### config.mk
export PLATFORM = sky130hd
export DESIGN_NAME = ifs_supervisor
export DESIGN_NICKNAME = d
export VERILOG_FILES = /design/src/verilog/ifs_supervisor.v
export VERILOG_INCLUDE_DIRS = /design/src /design/src/shared
export SDC_FILE = /design/constraint.sdc
export NUM_CORES = 2
export LEC_CHECK = 0
export ABC_AREA = 1
export CAP_MARGIN = 20
export CORE_ASPECT_RATIO = 0.8
export CORE_UTILIZATION = 62
export DETAILED_ROUTE_END_ITERATION = 6
export DONT_BUFFER_PORTS = 1
export MAX_ROUTING_LAYER = met4
export PLACE_DENSITY_LB_ADDON = 0.15
export SLEW_MARGIN = 15
export SYNTH_ARGS = -nofsm -noshare
export SYNTH_HDL_FRONTEND = slang
export SYNTH_SLANG_ARGS = --single-unit
### constraint.sdc
create_clock -name clk_sys_in -period 16.84 [get_ports clk_sys_in]
set_input_delay 3.368 -clock clk_sys_in [delete_from_list [all_inputs] [get_ports clk_sys_in]]
set_output_delay 3.368 -clock clk_sys_in [all_outputs]
set_load 0.02 [all_outputs]
### src/shared/ifs_regs.vh
/*
  Register map, field positions, limits, lamp drive and filter constants of the infeed
  fault supervisor.
  Assumes measured values arrive already scaled in the units named below.
*/
`ifndef IFS_REGS_VH
`define IFS_REGS_VH

// ----------------------------------------------------------------------
// Register byte addresses
// ----------------------------------------------------------------------
`define IFS_ADDR_CTRL 12'h000
`define IFS_ADDR_LAMP 12'h004
`define IFS_ADDR_STAT 12'h008
`define IFS_ADDR_CODE 12'h00c
`define IFS_ADDR_CURR 12'h010
`define IFS_ADDR_PWR 12'h014
`define IFS_ADDR_W 12

// ----------------------------------------------------------------------
// Control register fields
// ----------------------------------------------------------------------
`define IFS_CTRL_EN 0
`define IFS_CTRL_HI_RATING 1

// ----------------------------------------------------------------------
// Status register bit positions: errors at error number minus one (bits 0 to 18), state flags at bits 24 to 26
// ----------------------------------------------------------------------
`define IFS_ST_SUPPLY 0
`define IFS_ST_BRK_SHORT 1
`define IFS_ST_BRK_TEMP 2
`define IFS_ST_PHASE 3
`define IFS_ST_OVERCUR 4
`define IFS_ST_OVERV 5
`define IFS_ST_UNDERV 6
`define IFS_ST_RECT_T 7
`define IFS_ST_SINK_T 8
`define IFS_ST_GRID 9
`define IFS_ST_FREQ 10
`define IFS_ST_BRK_TEST 11
`define IFS_ST_OVERLOAD 12
`define IFS_ST_GND 13
`define IFS_ST_LOPEN 14
`define IFS_ST_LSHORT 15
`define IFS_ST_PRECHG 16
`define IFS_ST_RESID 17
`define IFS_ST_FAN 18
`define IFS_ST_RECT_ON 24
`define IFS_ST_READY 25
`define IFS_ST_ENABLED 26
`define IFS_NERR 19
`define IFS_STOP_MASK 19'h11fff
`define IFS_LATCH_MASK 19'h31fff
`define IFS_DISCH_MASK 19'h31ffd

// ----------------------------------------------------------------------
// Limits: volts, amps, deg C, 0.1 V, 0.1 Hz
// ----------------------------------------------------------------------
`define IFS_SINK_TRIP_C 16'sd70
`define IFS_RECT_TRIP_C 16'sd115
`define IFS_SUP_LO_DV 16'sd190
`define IFS_SUP_HI_DV 16'sd290
`define IFS_FREQ_LO_DHZ 16'sd470
`define IFS_FREQ_HI_DHZ 16'sd640
`define IFS_OC_HI_15 16'sd130
`define IFS_OC_LO_15 -16'sd50
`define IFS_OC_HI_24 16'sd240
`define IFS_OC_LO_24 -16'sd100
`define IFS_OVERV_V 16'sd900
`define IFS_UNDERV_V 16'sd320
`define IFS_OL_15 16'sd31
`define IFS_OL_24 16'sd50
`define IFS_LOWV_V 16'sd50

// ----------------------------------------------------------------------
// Lamp drive and measurement filter
// ----------------------------------------------------------------------
`define IFS_LAMP_FULL_UA 20000
`define IFS_LAMP_TEST_CMD 8'h80
`define IFS_FILT_SHIFT 6
`endif

### src/verilog/ifs_supervisor.v
/*
  Infeed fault supervisor: compares scaled measurements with fixed limits,
  latches the first error, drives gating/discharge, lamp test and an
  AHB-Lite register slave.
  Assumes synchronous inputs on clk_sys_in and one AHB master.
*/
// Implementation choices: the AHB-Lite register port and the register offsets.
`timescale 1ns/100ps
`include "ifs_regs.vh"

module ifs_supervisor #(
  parameter CLK_HZ = 125000000,
  parameter TEST_MS = 200,
  parameter TEST_CYC = CLK_HZ / 1000 * TEST_MS,
  parameter DISCH_MS = 3000,
  parameter DISCH_CYC = CLK_HZ / 1000 * DISCH_MS,
  parameter OL_CYC = 125000000
) (
  input wire clk_sys_in,
  input wire rstn_in,
  input wire hsel_in,
  input wire [31:0] haddr_in,
  input wire [1:0] htrans_in,
  input wire hwrite_in,
  input wire [2:0] hsize_in,
  input wire [31:0] hwdata_in,
  input wire hready_in,
  output wire hreadyout_out,
  output wire hresp_out,
  output reg [31:0] hrdata_out,
  input wire signed [15:0] bus_volt_in,
  input wire signed [15:0] bus_curr_in,
  input wire signed [15:0] sink_temp_in,
  input wire signed [15:0] rect_temp_in,
  input wire signed [15:0] supply_dv_in,
  input wire signed [15:0] freq_dhz_in,
  input wire phase_unknown_in,
  input wire grid_lost_in,
  input wire fan_fault_in,
  input wire gnd_fault_in,
  input wire brake_short_in,
  input wire brake_temp_in,
  input wire brake_test_fail_in,
  input wire brake_test_done_in,
  input wire charging_in,
  input wire gating_full_in,
  input wire lamp_open_in,
  input wire lamp_short_in,
  output reg rect_gate_out,
  output reg discharge_out,
  output reg ready_out,
  output reg [14:0] lamp_current_ua_out,
  output reg lamp_test_out
);

  // --------------------------------------------------------------------
  // Registers
  // --------------------------------------------------------------------
  reg [1:0] ctrl_ff;
  reg [7:0] lamp_brightness_cmd_ff;
  reg en_prev_ff;
  reg [`IFS_NERR-1:0] err_ff;
  reg [`IFS_NERR-1:0] nxt_err;
  reg [31:0] ol_cnt_ff;
  reg [31:0] disch_cnt_ff;
  reg disch_run_ff;
  reg [31:0] test_cnt_ff;
  reg [7:0] lamp_prev_ff;
  reg signed [31:0] curr_acc_ff;
  reg signed [31:0] pwr_acc_ff;
  reg wr_pend_ff;
  reg rd_pend_ff;
  reg [`IFS_ADDR_W-1:0] addr_ff;

  wire en = ctrl_ff[`IFS_CTRL_EN];
  wire hi_rating = ctrl_ff[`IFS_CTRL_HI_RATING];
  wire en_rise = en & ~en_prev_ff;
  wire signed [15:0] curr_f = curr_acc_ff[`IFS_FILT_SHIFT+15:`IFS_FILT_SHIFT];
  wire signed [15:0] pwr_f = pwr_acc_ff[`IFS_FILT_SHIFT+15:`IFS_FILT_SHIFT];
  wire [31:0] test_len = TEST_CYC;
  wire [31:0] disch_len = DISCH_CYC;
  wire [31:0] ol_len = OL_CYC;

  function in_window;
    input signed [15:0] v;
    input signed [15:0] lo;
    input signed [15:0] hi;
    begin
      in_window = (v >= lo) && (v <= hi);
    end
  endfunction

  // --------------------------------------------------------------------
  // Fault detection
  // --------------------------------------------------------------------
  reg [`IFS_NERR-1:0] raw;
  wire ol_over = hi_rating ? (bus_curr_in > `IFS_OL_24) :
    (bus_curr_in > `IFS_OL_15);
  always @* begin
    raw = {`IFS_NERR{1'b0}};
    raw[`IFS_ST_SINK_T] = sink_temp_in > `IFS_SINK_TRIP_C;
    raw[`IFS_ST_RECT_T] = rect_temp_in > `IFS_RECT_TRIP_C;
    raw[`IFS_ST_FAN] = fan_fault_in;
    raw[`IFS_ST_SUPPLY] = ~in_window(supply_dv_in, `IFS_SUP_LO_DV,
      `IFS_SUP_HI_DV);
    raw[`IFS_ST_FREQ] = en & ~in_window(freq_dhz_in, `IFS_FREQ_LO_DHZ,
      `IFS_FREQ_HI_DHZ);
    raw[`IFS_ST_OVERCUR] = hi_rating ?
      ~in_window(bus_curr_in, `IFS_OC_LO_24, `IFS_OC_HI_24) :
      ~in_window(bus_curr_in, `IFS_OC_LO_15, `IFS_OC_HI_15);
    raw[`IFS_ST_OVERV] = bus_volt_in > `IFS_OVERV_V;
    raw[`IFS_ST_UNDERV] = ready_out & (bus_volt_in < `IFS_UNDERV_V);
    raw[`IFS_ST_OVERLOAD] = ol_over && (ol_cnt_ff >= ol_len);
    raw[`IFS_ST_PRECHG] = en & ~charging_in & ~rect_gate_out &
      ~ready_out & (bus_volt_in > `IFS_LOWV_V);
    raw[`IFS_ST_RESID] = disch_run_ff && (disch_cnt_ff == disch_len) &&
      (bus_volt_in > `IFS_LOWV_V);
    raw[`IFS_ST_PHASE] = en & phase_unknown_in;
    raw[`IFS_ST_GRID] = en & grid_lost_in;
    raw[`IFS_ST_BRK_SHORT] = brake_short_in;
    raw[`IFS_ST_BRK_TEMP] = brake_temp_in;
    raw[`IFS_ST_BRK_TEST] = brake_test_fail_in;
    raw[`IFS_ST_GND] = en & gnd_fault_in;
  end

  // Lowest error number wins when several rise together.
  wire [`IFS_NERR-1:0] cand = raw & `IFS_LATCH_MASK;
  wire [`IFS_NERR-1:0] first = cand & (~cand + 1'b1);
  wire any_latched = |(err_ff & `IFS_LATCH_MASK);

  always @* begin
    nxt_err = err_ff;
    if (en_rise) begin
      nxt_err = {`IFS_NERR{1'b0}};
    end else if (en | disch_run_ff) begin
      if (!any_latched) begin
        nxt_err = err_ff | first;
      end
    end
    // Warnings track their condition; lamp bits handled below.
    nxt_err[`IFS_ST_FAN] = raw[`IFS_ST_FAN];
    nxt_err[`IFS_ST_GND] = raw[`IFS_ST_GND];
    nxt_err[`IFS_ST_LOPEN] = err_ff[`IFS_ST_LOPEN];
    nxt_err[`IFS_ST_LSHORT] = err_ff[`IFS_ST_LSHORT];
    if (lamp_test_out & lamp_open_in) begin
      nxt_err[`IFS_ST_LOPEN] = 1'b1;
    end
    if (lamp_test_out & lamp_short_in) begin
      nxt_err[`IFS_ST_LSHORT] = 1'b1;
    end
    if (lamp_prev_ff == 8'h00 && lamp_brightness_cmd_ff != 8'h00 &&
        !lamp_test_out) begin
      nxt_err[`IFS_ST_LOPEN] = 1'b0;
      nxt_err[`IFS_ST_LSHORT] = 1'b0;
    end
  end

  wire stop = |(nxt_err & `IFS_STOP_MASK);
  wire disch_err = |(nxt_err & `IFS_DISCH_MASK);

  // --------------------------------------------------------------------
  // Sequencing, counters and outputs
  // --------------------------------------------------------------------
  always @(posedge clk_sys_in or negedge rstn_in) begin
    if (!rstn_in) begin
      en_prev_ff <= 1'b0;
      err_ff <= {`IFS_NERR{1'b0}};
      ol_cnt_ff <= 32'h0;
      disch_cnt_ff <= 32'h0;
      disch_run_ff <= 1'b0;
      rect_gate_out <= 1'b0;
      discharge_out <= 1'b1;
      ready_out <= 1'b0;
      curr_acc_ff <= 32'sh0;
      pwr_acc_ff <= 32'sh0;
    end else begin
      en_prev_ff <= en;
      err_ff <= nxt_err;
      if (ol_over) begin
        if (ol_cnt_ff < ol_len) begin
          ol_cnt_ff <= ol_cnt_ff + 32'h1;
        end
      end else begin
        ol_cnt_ff <= 32'h0;
      end
      if (en_prev_ff & ~en) begin
        disch_run_ff <= 1'b1;
        disch_cnt_ff <= 32'h0;
      end else if (disch_run_ff) begin
        if (disch_cnt_ff == disch_len) begin
          disch_run_ff <= 1'b0;
        end else begin
          disch_cnt_ff <= disch_cnt_ff + 32'h1;
        end
      end
      rect_gate_out <= en & ~stop & ~disch_run_ff &
        (charging_in | gating_full_in);
      discharge_out <= ~en | disch_run_ff | disch_err;
      ready_out <= en & ~stop & brake_test_done_in & gating_full_in &
        rect_gate_out;
      // First-order low-pass removes mains ripple, sign kept.
      curr_acc_ff <= curr_acc_ff + $signed({{16{bus_curr_in[15]}},
        bus_curr_in}) - (curr_acc_ff >>> `IFS_FILT_SHIFT);
      pwr_acc_ff <= pwr_acc_ff + (bus_volt_in * bus_curr_in >>> 10) -
        (pwr_acc_ff >>> `IFS_FILT_SHIFT);
    end
  end

  // --------------------------------------------------------------------
  // Lamp drive with open/short test pulse
  // --------------------------------------------------------------------
  wire [7:0] lamp_level = lamp_test_out ? `IFS_LAMP_TEST_CMD :
    lamp_brightness_cmd_ff;
  wire [31:0] lamp_prod = lamp_level * `IFS_LAMP_FULL_UA;
  wire [31:0] lamp_quot = lamp_prod / 32'd255;

  always @(posedge clk_sys_in or negedge rstn_in) begin
    if (!rstn_in) begin
      lamp_prev_ff <= 8'h00;
      test_cnt_ff <= 32'h0;
      lamp_test_out <= 1'b0;
      lamp_current_ua_out <= 15'h0000;
    end else begin
      lamp_prev_ff <= lamp_brightness_cmd_ff;
      if (lamp_prev_ff == 8'h00 && lamp_brightness_cmd_ff != 8'h00) begin
        lamp_test_out <= 1'b1;
        test_cnt_ff <= 32'h0;
      end else if (lamp_test_out) begin
        if (test_cnt_ff == test_len - 32'h1) begin
          lamp_test_out <= 1'b0;
        end else begin
          test_cnt_ff <= test_cnt_ff + 32'h1;
        end
      end
      if (lamp_brightness_cmd_ff == 8'h00) begin
        lamp_test_out <= 1'b0;
      end
      lamp_current_ua_out <= lamp_quot[14:0];
    end
  end

  // --------------------------------------------------------------------
  // AHB-Lite slave, zero wait states
  // --------------------------------------------------------------------
  wire take = hsel_in & htrans_in[1] & hready_in;
  assign hreadyout_out = 1'b1;
  assign hresp_out = 1'b0;

  always @(posedge clk_sys_in or negedge rstn_in) begin
    if (!rstn_in) begin
      wr_pend_ff <= 1'b0;
      rd_pend_ff <= 1'b0;
      addr_ff <= {`IFS_ADDR_W{1'b0}};
      ctrl_ff <= 2'h0;
      lamp_brightness_cmd_ff <= 8'h00;
    end else begin
      wr_pend_ff <= take & hwrite_in;
      rd_pend_ff <= take & ~hwrite_in;
      if (take) begin
        addr_ff <= haddr_in[`IFS_ADDR_W-1:0];
      end
      if (wr_pend_ff) begin
        case (addr_ff)
          `IFS_ADDR_CTRL: ctrl_ff <= hwdata_in[1:0];
          `IFS_ADDR_LAMP: lamp_brightness_cmd_ff <= hwdata_in[7:0];
          default: ctrl_ff <= ctrl_ff;
        endcase
      end
    end
  end

  // Read data is registered off the address phase so it stands in the
  // data phase; status bits are live each read.
  always @(posedge clk_sys_in or negedge rstn_in) begin
    if (!rstn_in) begin
      hrdata_out <= 32'h0;
    end else if (take & ~hwrite_in) begin
      case (haddr_in[`IFS_ADDR_W-1:0])
        `IFS_ADDR_CTRL: hrdata_out <= {30'h0, ctrl_ff};
        `IFS_ADDR_LAMP: hrdata_out <= {24'h0, lamp_brightness_cmd_ff};
        `IFS_ADDR_STAT: hrdata_out <= {5'h0, en, ready_out, rect_gate_out,
          5'h0, err_ff};
        `IFS_ADDR_CODE: hrdata_out <= {17'h0, lamp_current_ua_out};
        `IFS_ADDR_CURR: hrdata_out <= {{16{curr_f[15]}}, curr_f};
        `IFS_ADDR_PWR: hrdata_out <= {{16{pwr_f[15]}}, pwr_f};
        default: hrdata_out <= 32'h0;
      endcase
    end
  end

endmodule

Yosys cells after proc, flatten, opt, wreduce, memory -nomap -nowiden
Index checks and enable logic that the tools add are counted.

Word-level logic and storage cells: 153. Bits in writable memories: 0. Register bits after elaboration: 263. Bits in latches: 0. Output and inout bits: 53. Input port bits: 182. Memory bits (read-only): 0. Memories: 0.

Multiply operators: 2. Shifts and indexed selects: 0. Div/mod/pow operators: 1. $lt $le $gt $ge: 17. Reductions and logical operators: 26. Bitwise operators: 42. $add $sub $neg: 8. Equal/unequal tests: 11. Muxes and demuxes: 25.

Operator list (count): 2-to-1 mux 32 bit (8); one-hot mux 32 bit (6 select lines) (1); adder 32 x 1 -> 32 bit (second input constant) (3); subtractor 32 x 26 -> 32 bit (2); 2-to-1 mux 18 bit (3); adder 32 x 16 -> 32 bit (1); adder 32 x 22 -> 32 bit (1); divider 23 x 8 -> 32 bit (second input constant) (1); == test 32 x 25 -> 1 bit (second input constant) (1); == test 32 x 29 -> 1 bit (second input constant) (1); greater-or-equal comparator 32 x 27 -> 1 bit (second input constant) (1); > comparator 16 x 7 -> 1 bit (second input constant) (2); > comparator 16 x 8 -> 1 bit (second input constant) (2); less-or-equal comparator 16 x 9 -> 1 bit (second input constant) (2); less-than comparator 32 x 27 -> 1 bit (second input constant) (1); multiplier 16 x 16 -> 32 bit (1); OR reduction 14 bit (2); == test 12 x 3 -> 1 bit (second input constant) (2); == test 12 x 4 -> 1 bit (second input constant) (2); == test 12 x 5 -> 1 bit (second input constant) (2); logical NOT 12 bit (2); AND 1 bit (23); adder 18 x 1 -> 18 bit (second input constant) (1); AND 18 bit (1); other kinds (26) (66).

Longest topological paths before layout
Depth after elaboration: 18. Mapped depth: 109. Gate-level depth less buffers: 107.

Worst setup path after synthesis
No wires, ideal clock.

Path kind: input -> register. Start point: input port bus_curr_in[15]. End point: register pwr_acc_ff[31]. Slack: 2.831 ns. Buffers on the path: 2. Required time: 16.719 ns. Setup time: 0.121 ns. Data arrival time: 13.889 ns. Stages: 50. Cell sequence: clkbuf_1 > inv_1 > clkbuf_1 > or2_2 > fa_1 > fa_1 > inv_1 > fa_1 > inv_1 > fa_1 > fa_1 > inv_1 > fa_1 > ha_1 > nand2_1 > o21ai_0 > a21oi_1 > inv_1 > [14 not listed] > nand3_1 > o21ai_0 > xor2_1 > fa_1 > ha_1 > inv_1 > o21bai_1 > a21oi_1 > o21bai_1 > a21oi_1 > nor2_1 > o21ai_0 > nand2_1 > nand3_1 > o21ai_0 > xnor2_1 > xnor2_1 > inv_1.

Word-level cells in the longest chain between the ends: 3.

RTL lines: start, declared (RTL line ifs_supervisor.v:32) `input wire signed [15:0] bus_curr_in,`; multiplier 16 x 16 -> 32 bit (RTL line ifs_supervisor.v:204) `pwr_acc_ff <= pwr_acc_ff + (bus_volt_in * bus_curr_in >>> 10) -`; adder 32 x 22 -> 32 bit (RTL line ifs_supervisor.v:204); subtractor 32 x 26 -> 32 bit (RTL line ifs_supervisor.v:204); end signal, assigned (RTL line ifs_supervisor.v:204); end, declared (RTL line ifs_supervisor.v:70) `reg signed [31:0] pwr_acc_ff;`.

Every way passes these cells. A chain may end at the register's enable or synchronous reset.

Worst setup path after layout
Start point: input port bus_curr_in[6]. End point: register pwr_acc_ff[31].

The elaborated chain is that of the path after synthesis.

==> run_results.csv <==
group,metric,value,unit
outcome,status,"complete, no violations",
place,port_buffers,0,
hold_path,hold_class,"flop to flop",
yosys,synth_top_area_frac,0.224,
worst_setup_path,crit_type,"input pin to flop",
sta,drv_slew,0,
global_routing,grt_use_total,0.310,
sta,hold_slack,447,ps
drt,route.met3.wl,5170,um
worst_setup_path,cp.arrival,14560,ps
drt,dr_wl_met2,30200,um
drt,drt-pass1-iter-count,5,
yosys,synth_simple_gate_area_share,0.228,
place,hpwlAfterDp,55100,um
clocking,htree_levels,1,
global_routing,first_global_vias,23600,
sta,grt_setup_unrepaired,"no",
yosys,ys_types,70,
drt,m1WireLength,32600,um
worst_setup_path,ff2ff_path_depth,81,
worst_setup_path,crit_slowest_cell,"fa_1",
final_layout,areaGrowthSynthToFinish,4.82,%
sta,setup_viol,0,
final_layout,nets,4434,
drt,wl_per_cell,16.0,um
flow_run,max-cap-violations,0,
drt,vias,23700,
global_routing,antenna_found_initial,0,
yosys,synth_xor_area_frac,0.0334,
yosys,ys_seq_area_frac,0.214,
final_layout,layout-drive-gt1-share,0.0696,
clocking,cts_num_sinks,254,
worst_setup_path,cp_common_cell,"a21oi_1",
final_layout,antenna_cells,0,
clocking,numCtsBuffers,29,
final_layout,n_fill_cell,4105,
yosys,synth_mux_area_frac,0.00304,
die,io_pins,235,
drt,post-route-drc-count,0,
yosys,synthesis.nets,4490,
drt,ant_nets,0,
global_routing,grt_max_degree,255,
drt,highest_layer,"met4",
clocking,clkSlewWorstSetupHoldPaths,70,ps
die,die_area,48800,um2
yosys,synthArstFlopShare,1.00,
die,placeableCoreArea,47100,um2
worst_setup_path,crit-reg2reg-launch,"lamp_test_out",
yosys,ys.flop_type,"dfrtp_1",
hold_path,min_from,"lamp_brightness_cmd_ff[5]",
place,place_congestion,0.910,
sta,worstMarginPinSlew,1070,ps
worst_setup_path,worstPathRequired,17300,ps
final_layout,postLayoutCoreUtil,0.661,
clocking,clk_latency,560,ps
yosys,ys_ff_latch,254,
die,die_x,247,um
clocking,cts_hold_buf,0,
sta,fin_crit_sh,0.838,
yosys,netlist_instances,3786,
sta,slew_headroom,0.285,
yosys,synth_adder_area_share,0.304,
sta,clock.fmax,70.9,MHz
sta,finalHoldViolations,0,
global_routing,overflow,0,
sta,post-route-min-period,14110,ps
yosys,syn_avg_cell_area,7.84,um2
worst_setup_path,cp-end-kind,"flop",
worst_setup_path,crit_family,"compound AO/OA/AOI/OAI gates",
yosys,synth_top_family_by_area,"adder cells",
die,die_h,198,um
hold_path,hold_path_depth,0,
clocking,clock_path_buffers,3,
worst_setup_path,startpoint_type,"input pin",
clocking,cts_repair_resize_count,0,
die,num_rows,71,
yosys,synth_area,29700,um2
sta,skew,11.9,ps
worst_setup_path,ff2ff_setup_slack,3020,ps
clocking,post_cts_buffers,0,
place,placed_area,30100,um2
worst_setup_path,cp_slowest_stage_delay,550,ps
hold_path,worst_hold_path.endpoint,"lamp_prev_ff[5]",
yosys,synth_edf_count,0,
sta,finalSetupTns,0,ps
yosys,yosys_warnings,0,
clocking,cts_tree,"yes",
drt,drt-initial-drc-count,1542,
drt,wirelength,69800,um
final_layout,design_area,31100,um2
yosys,synth_compound_area_frac,0.0903,
yosys,synth_largest_area_cell,"fa_1",
global_routing,grt_pass1_wl,118000,um
clocking,cts-root-buf,"clkbuf_16",
drt,viasPerCell,5.41,
yosys,yosys-top-cells-area,"fa_1 22%, dfrtp_1 21%, inv_1 11%, nand2_1 9.3%, ha_1 8.0%",
worst_setup_path,r2r_end,"lamp_current_ua_out[0]",
worst_setup_path,cp_num_buf_inv,14,
worst_setup_path,cp_max_fo,19,
die,initial_utilization,0.630,
-- synthesized netlist by cell type (21+ instances only) --
| cell | instances |
|---|---|
| nand2_4 | 22 |
| clkbuf_1 | 72 |
| ha_1 | 190 |
| nand3_1 | 150 |
| fa_1 | 332 |
| inv_1 | 863 |
| xor2_1 | 68 |
| nand2_1 | 732 |
| dfrtp_1 | 253 |
| nand3_2 | 21 |
| xnor2_1 | 42 |
| nor3_1 | 70 |
| nor4_1 | 28 |
| nor2_1 | 225 |
| o21ai_0 | 140 |
| a21oi_1 | 189 |
| nand2_2 | 50 |
| nand4_1 | 53 |
-- registers in the layout, summed over array words and instances, names as in the netlist --
| register | count |
|---|---|
| addr_ff | 12 |
| ctrl_ff | 2 |
| curr_acc_ff | 32 |
| disch_cnt_ff | 32 |
| disch_run_ff | 1 |
| discharge_out | 1 |
| en_prev_ff | 1 |
| err_ff | 19 |
| hrdata_out | 23 |
| lamp_brightness_cmd_ff | 8 |
| lamp_current_ua_out | 15 |
| lamp_prev_ff | 8 |
| lamp_test_out | 1 |
| ol_cnt_ff | 32 |
| pwr_acc_ff | 32 |
| ready_out | 1 |
| rect_gate_out | 1 |
| test_cnt_ff | 32 |
| wr_pend_ff | 1 |
-- stage by stage --
step                      instances  setup WS [ps]
after floorplan                3786           2830
after global placement         4319           2410
after detailed placement       4319           2190
after CTS                      4372           2740
after global routing           4372           1730
final                          4372           2730
-- worst max path at each step --
stage / startpoint / endpoint / slack (ps) / cells after the start
6_report: bus_curr_in[6] / pwr_acc_ff[31] / 2730 / 61
5_1_grt: lamp_test_out / lamp_current_ua_out[0] / 1730 / 86
4_1_cts: bus_curr_in[6] / pwr_acc_ff[31] / 2740 / 61
3_5_place_dp: bus_curr_in[6] / pwr_acc_ff[31] / 2190 / 61
3_3_place_gp: bus_curr_in[6] / pwr_acc_ff[31] / 2410 / 61
2_1_floorplan: bus_curr_in[15] / pwr_acc_ff[31] / 2830 / 50
-- per-layer routing --
layer  vias up  global-route usage
li1      11600                   -
met1     11200               0.440
met2       715               0.461
met3       128              0.0552
met4         0              0.0761
met5         -                   -
-- cell type report --
cell class	count	area (um2)	area share
Multi-Input combinational cell	2547	19600	0.629
Sequential cell	254	6360	0.204
Inverter	890	3340	0.107
Clock buffer	35	778	0.0250
Tap cell	620	776	0.0249
Clock inverter	18	224	0.00720
Timing Repair Buffer	8	60.1	0.00193
-- cells by family (layout without fill, tap and decap cells) --
| family | count (synthesis) | in the layout |
|---|---|---|
| compound gates | 468 | 468 |
| other cells | 2 | 2 |
| mux | 8 | 8 |
| simple gates | 1436 | 1436 |
| flops | 254 | 254 |
| buf+inv | 985 | 951 |
| xor+xnor | 111 | 111 |
| fa+ha+maj | 522 | 522 |
-- layout by cell type, fill, tap and decap left out, drive strengths merged, types with 43 or more instances in the layout --
master	count
inv	885
nand2	806
fa	332
nor2	262
dfrtp	253
a21oi	191
ha	190
nand3	180
o21ai	159
nor3	70
xor2	68
nand4	56
xnor2	43
Power is not shown: default switching activity piles up to over one toggle a cycle in this logic, so the estimate is an artifact.
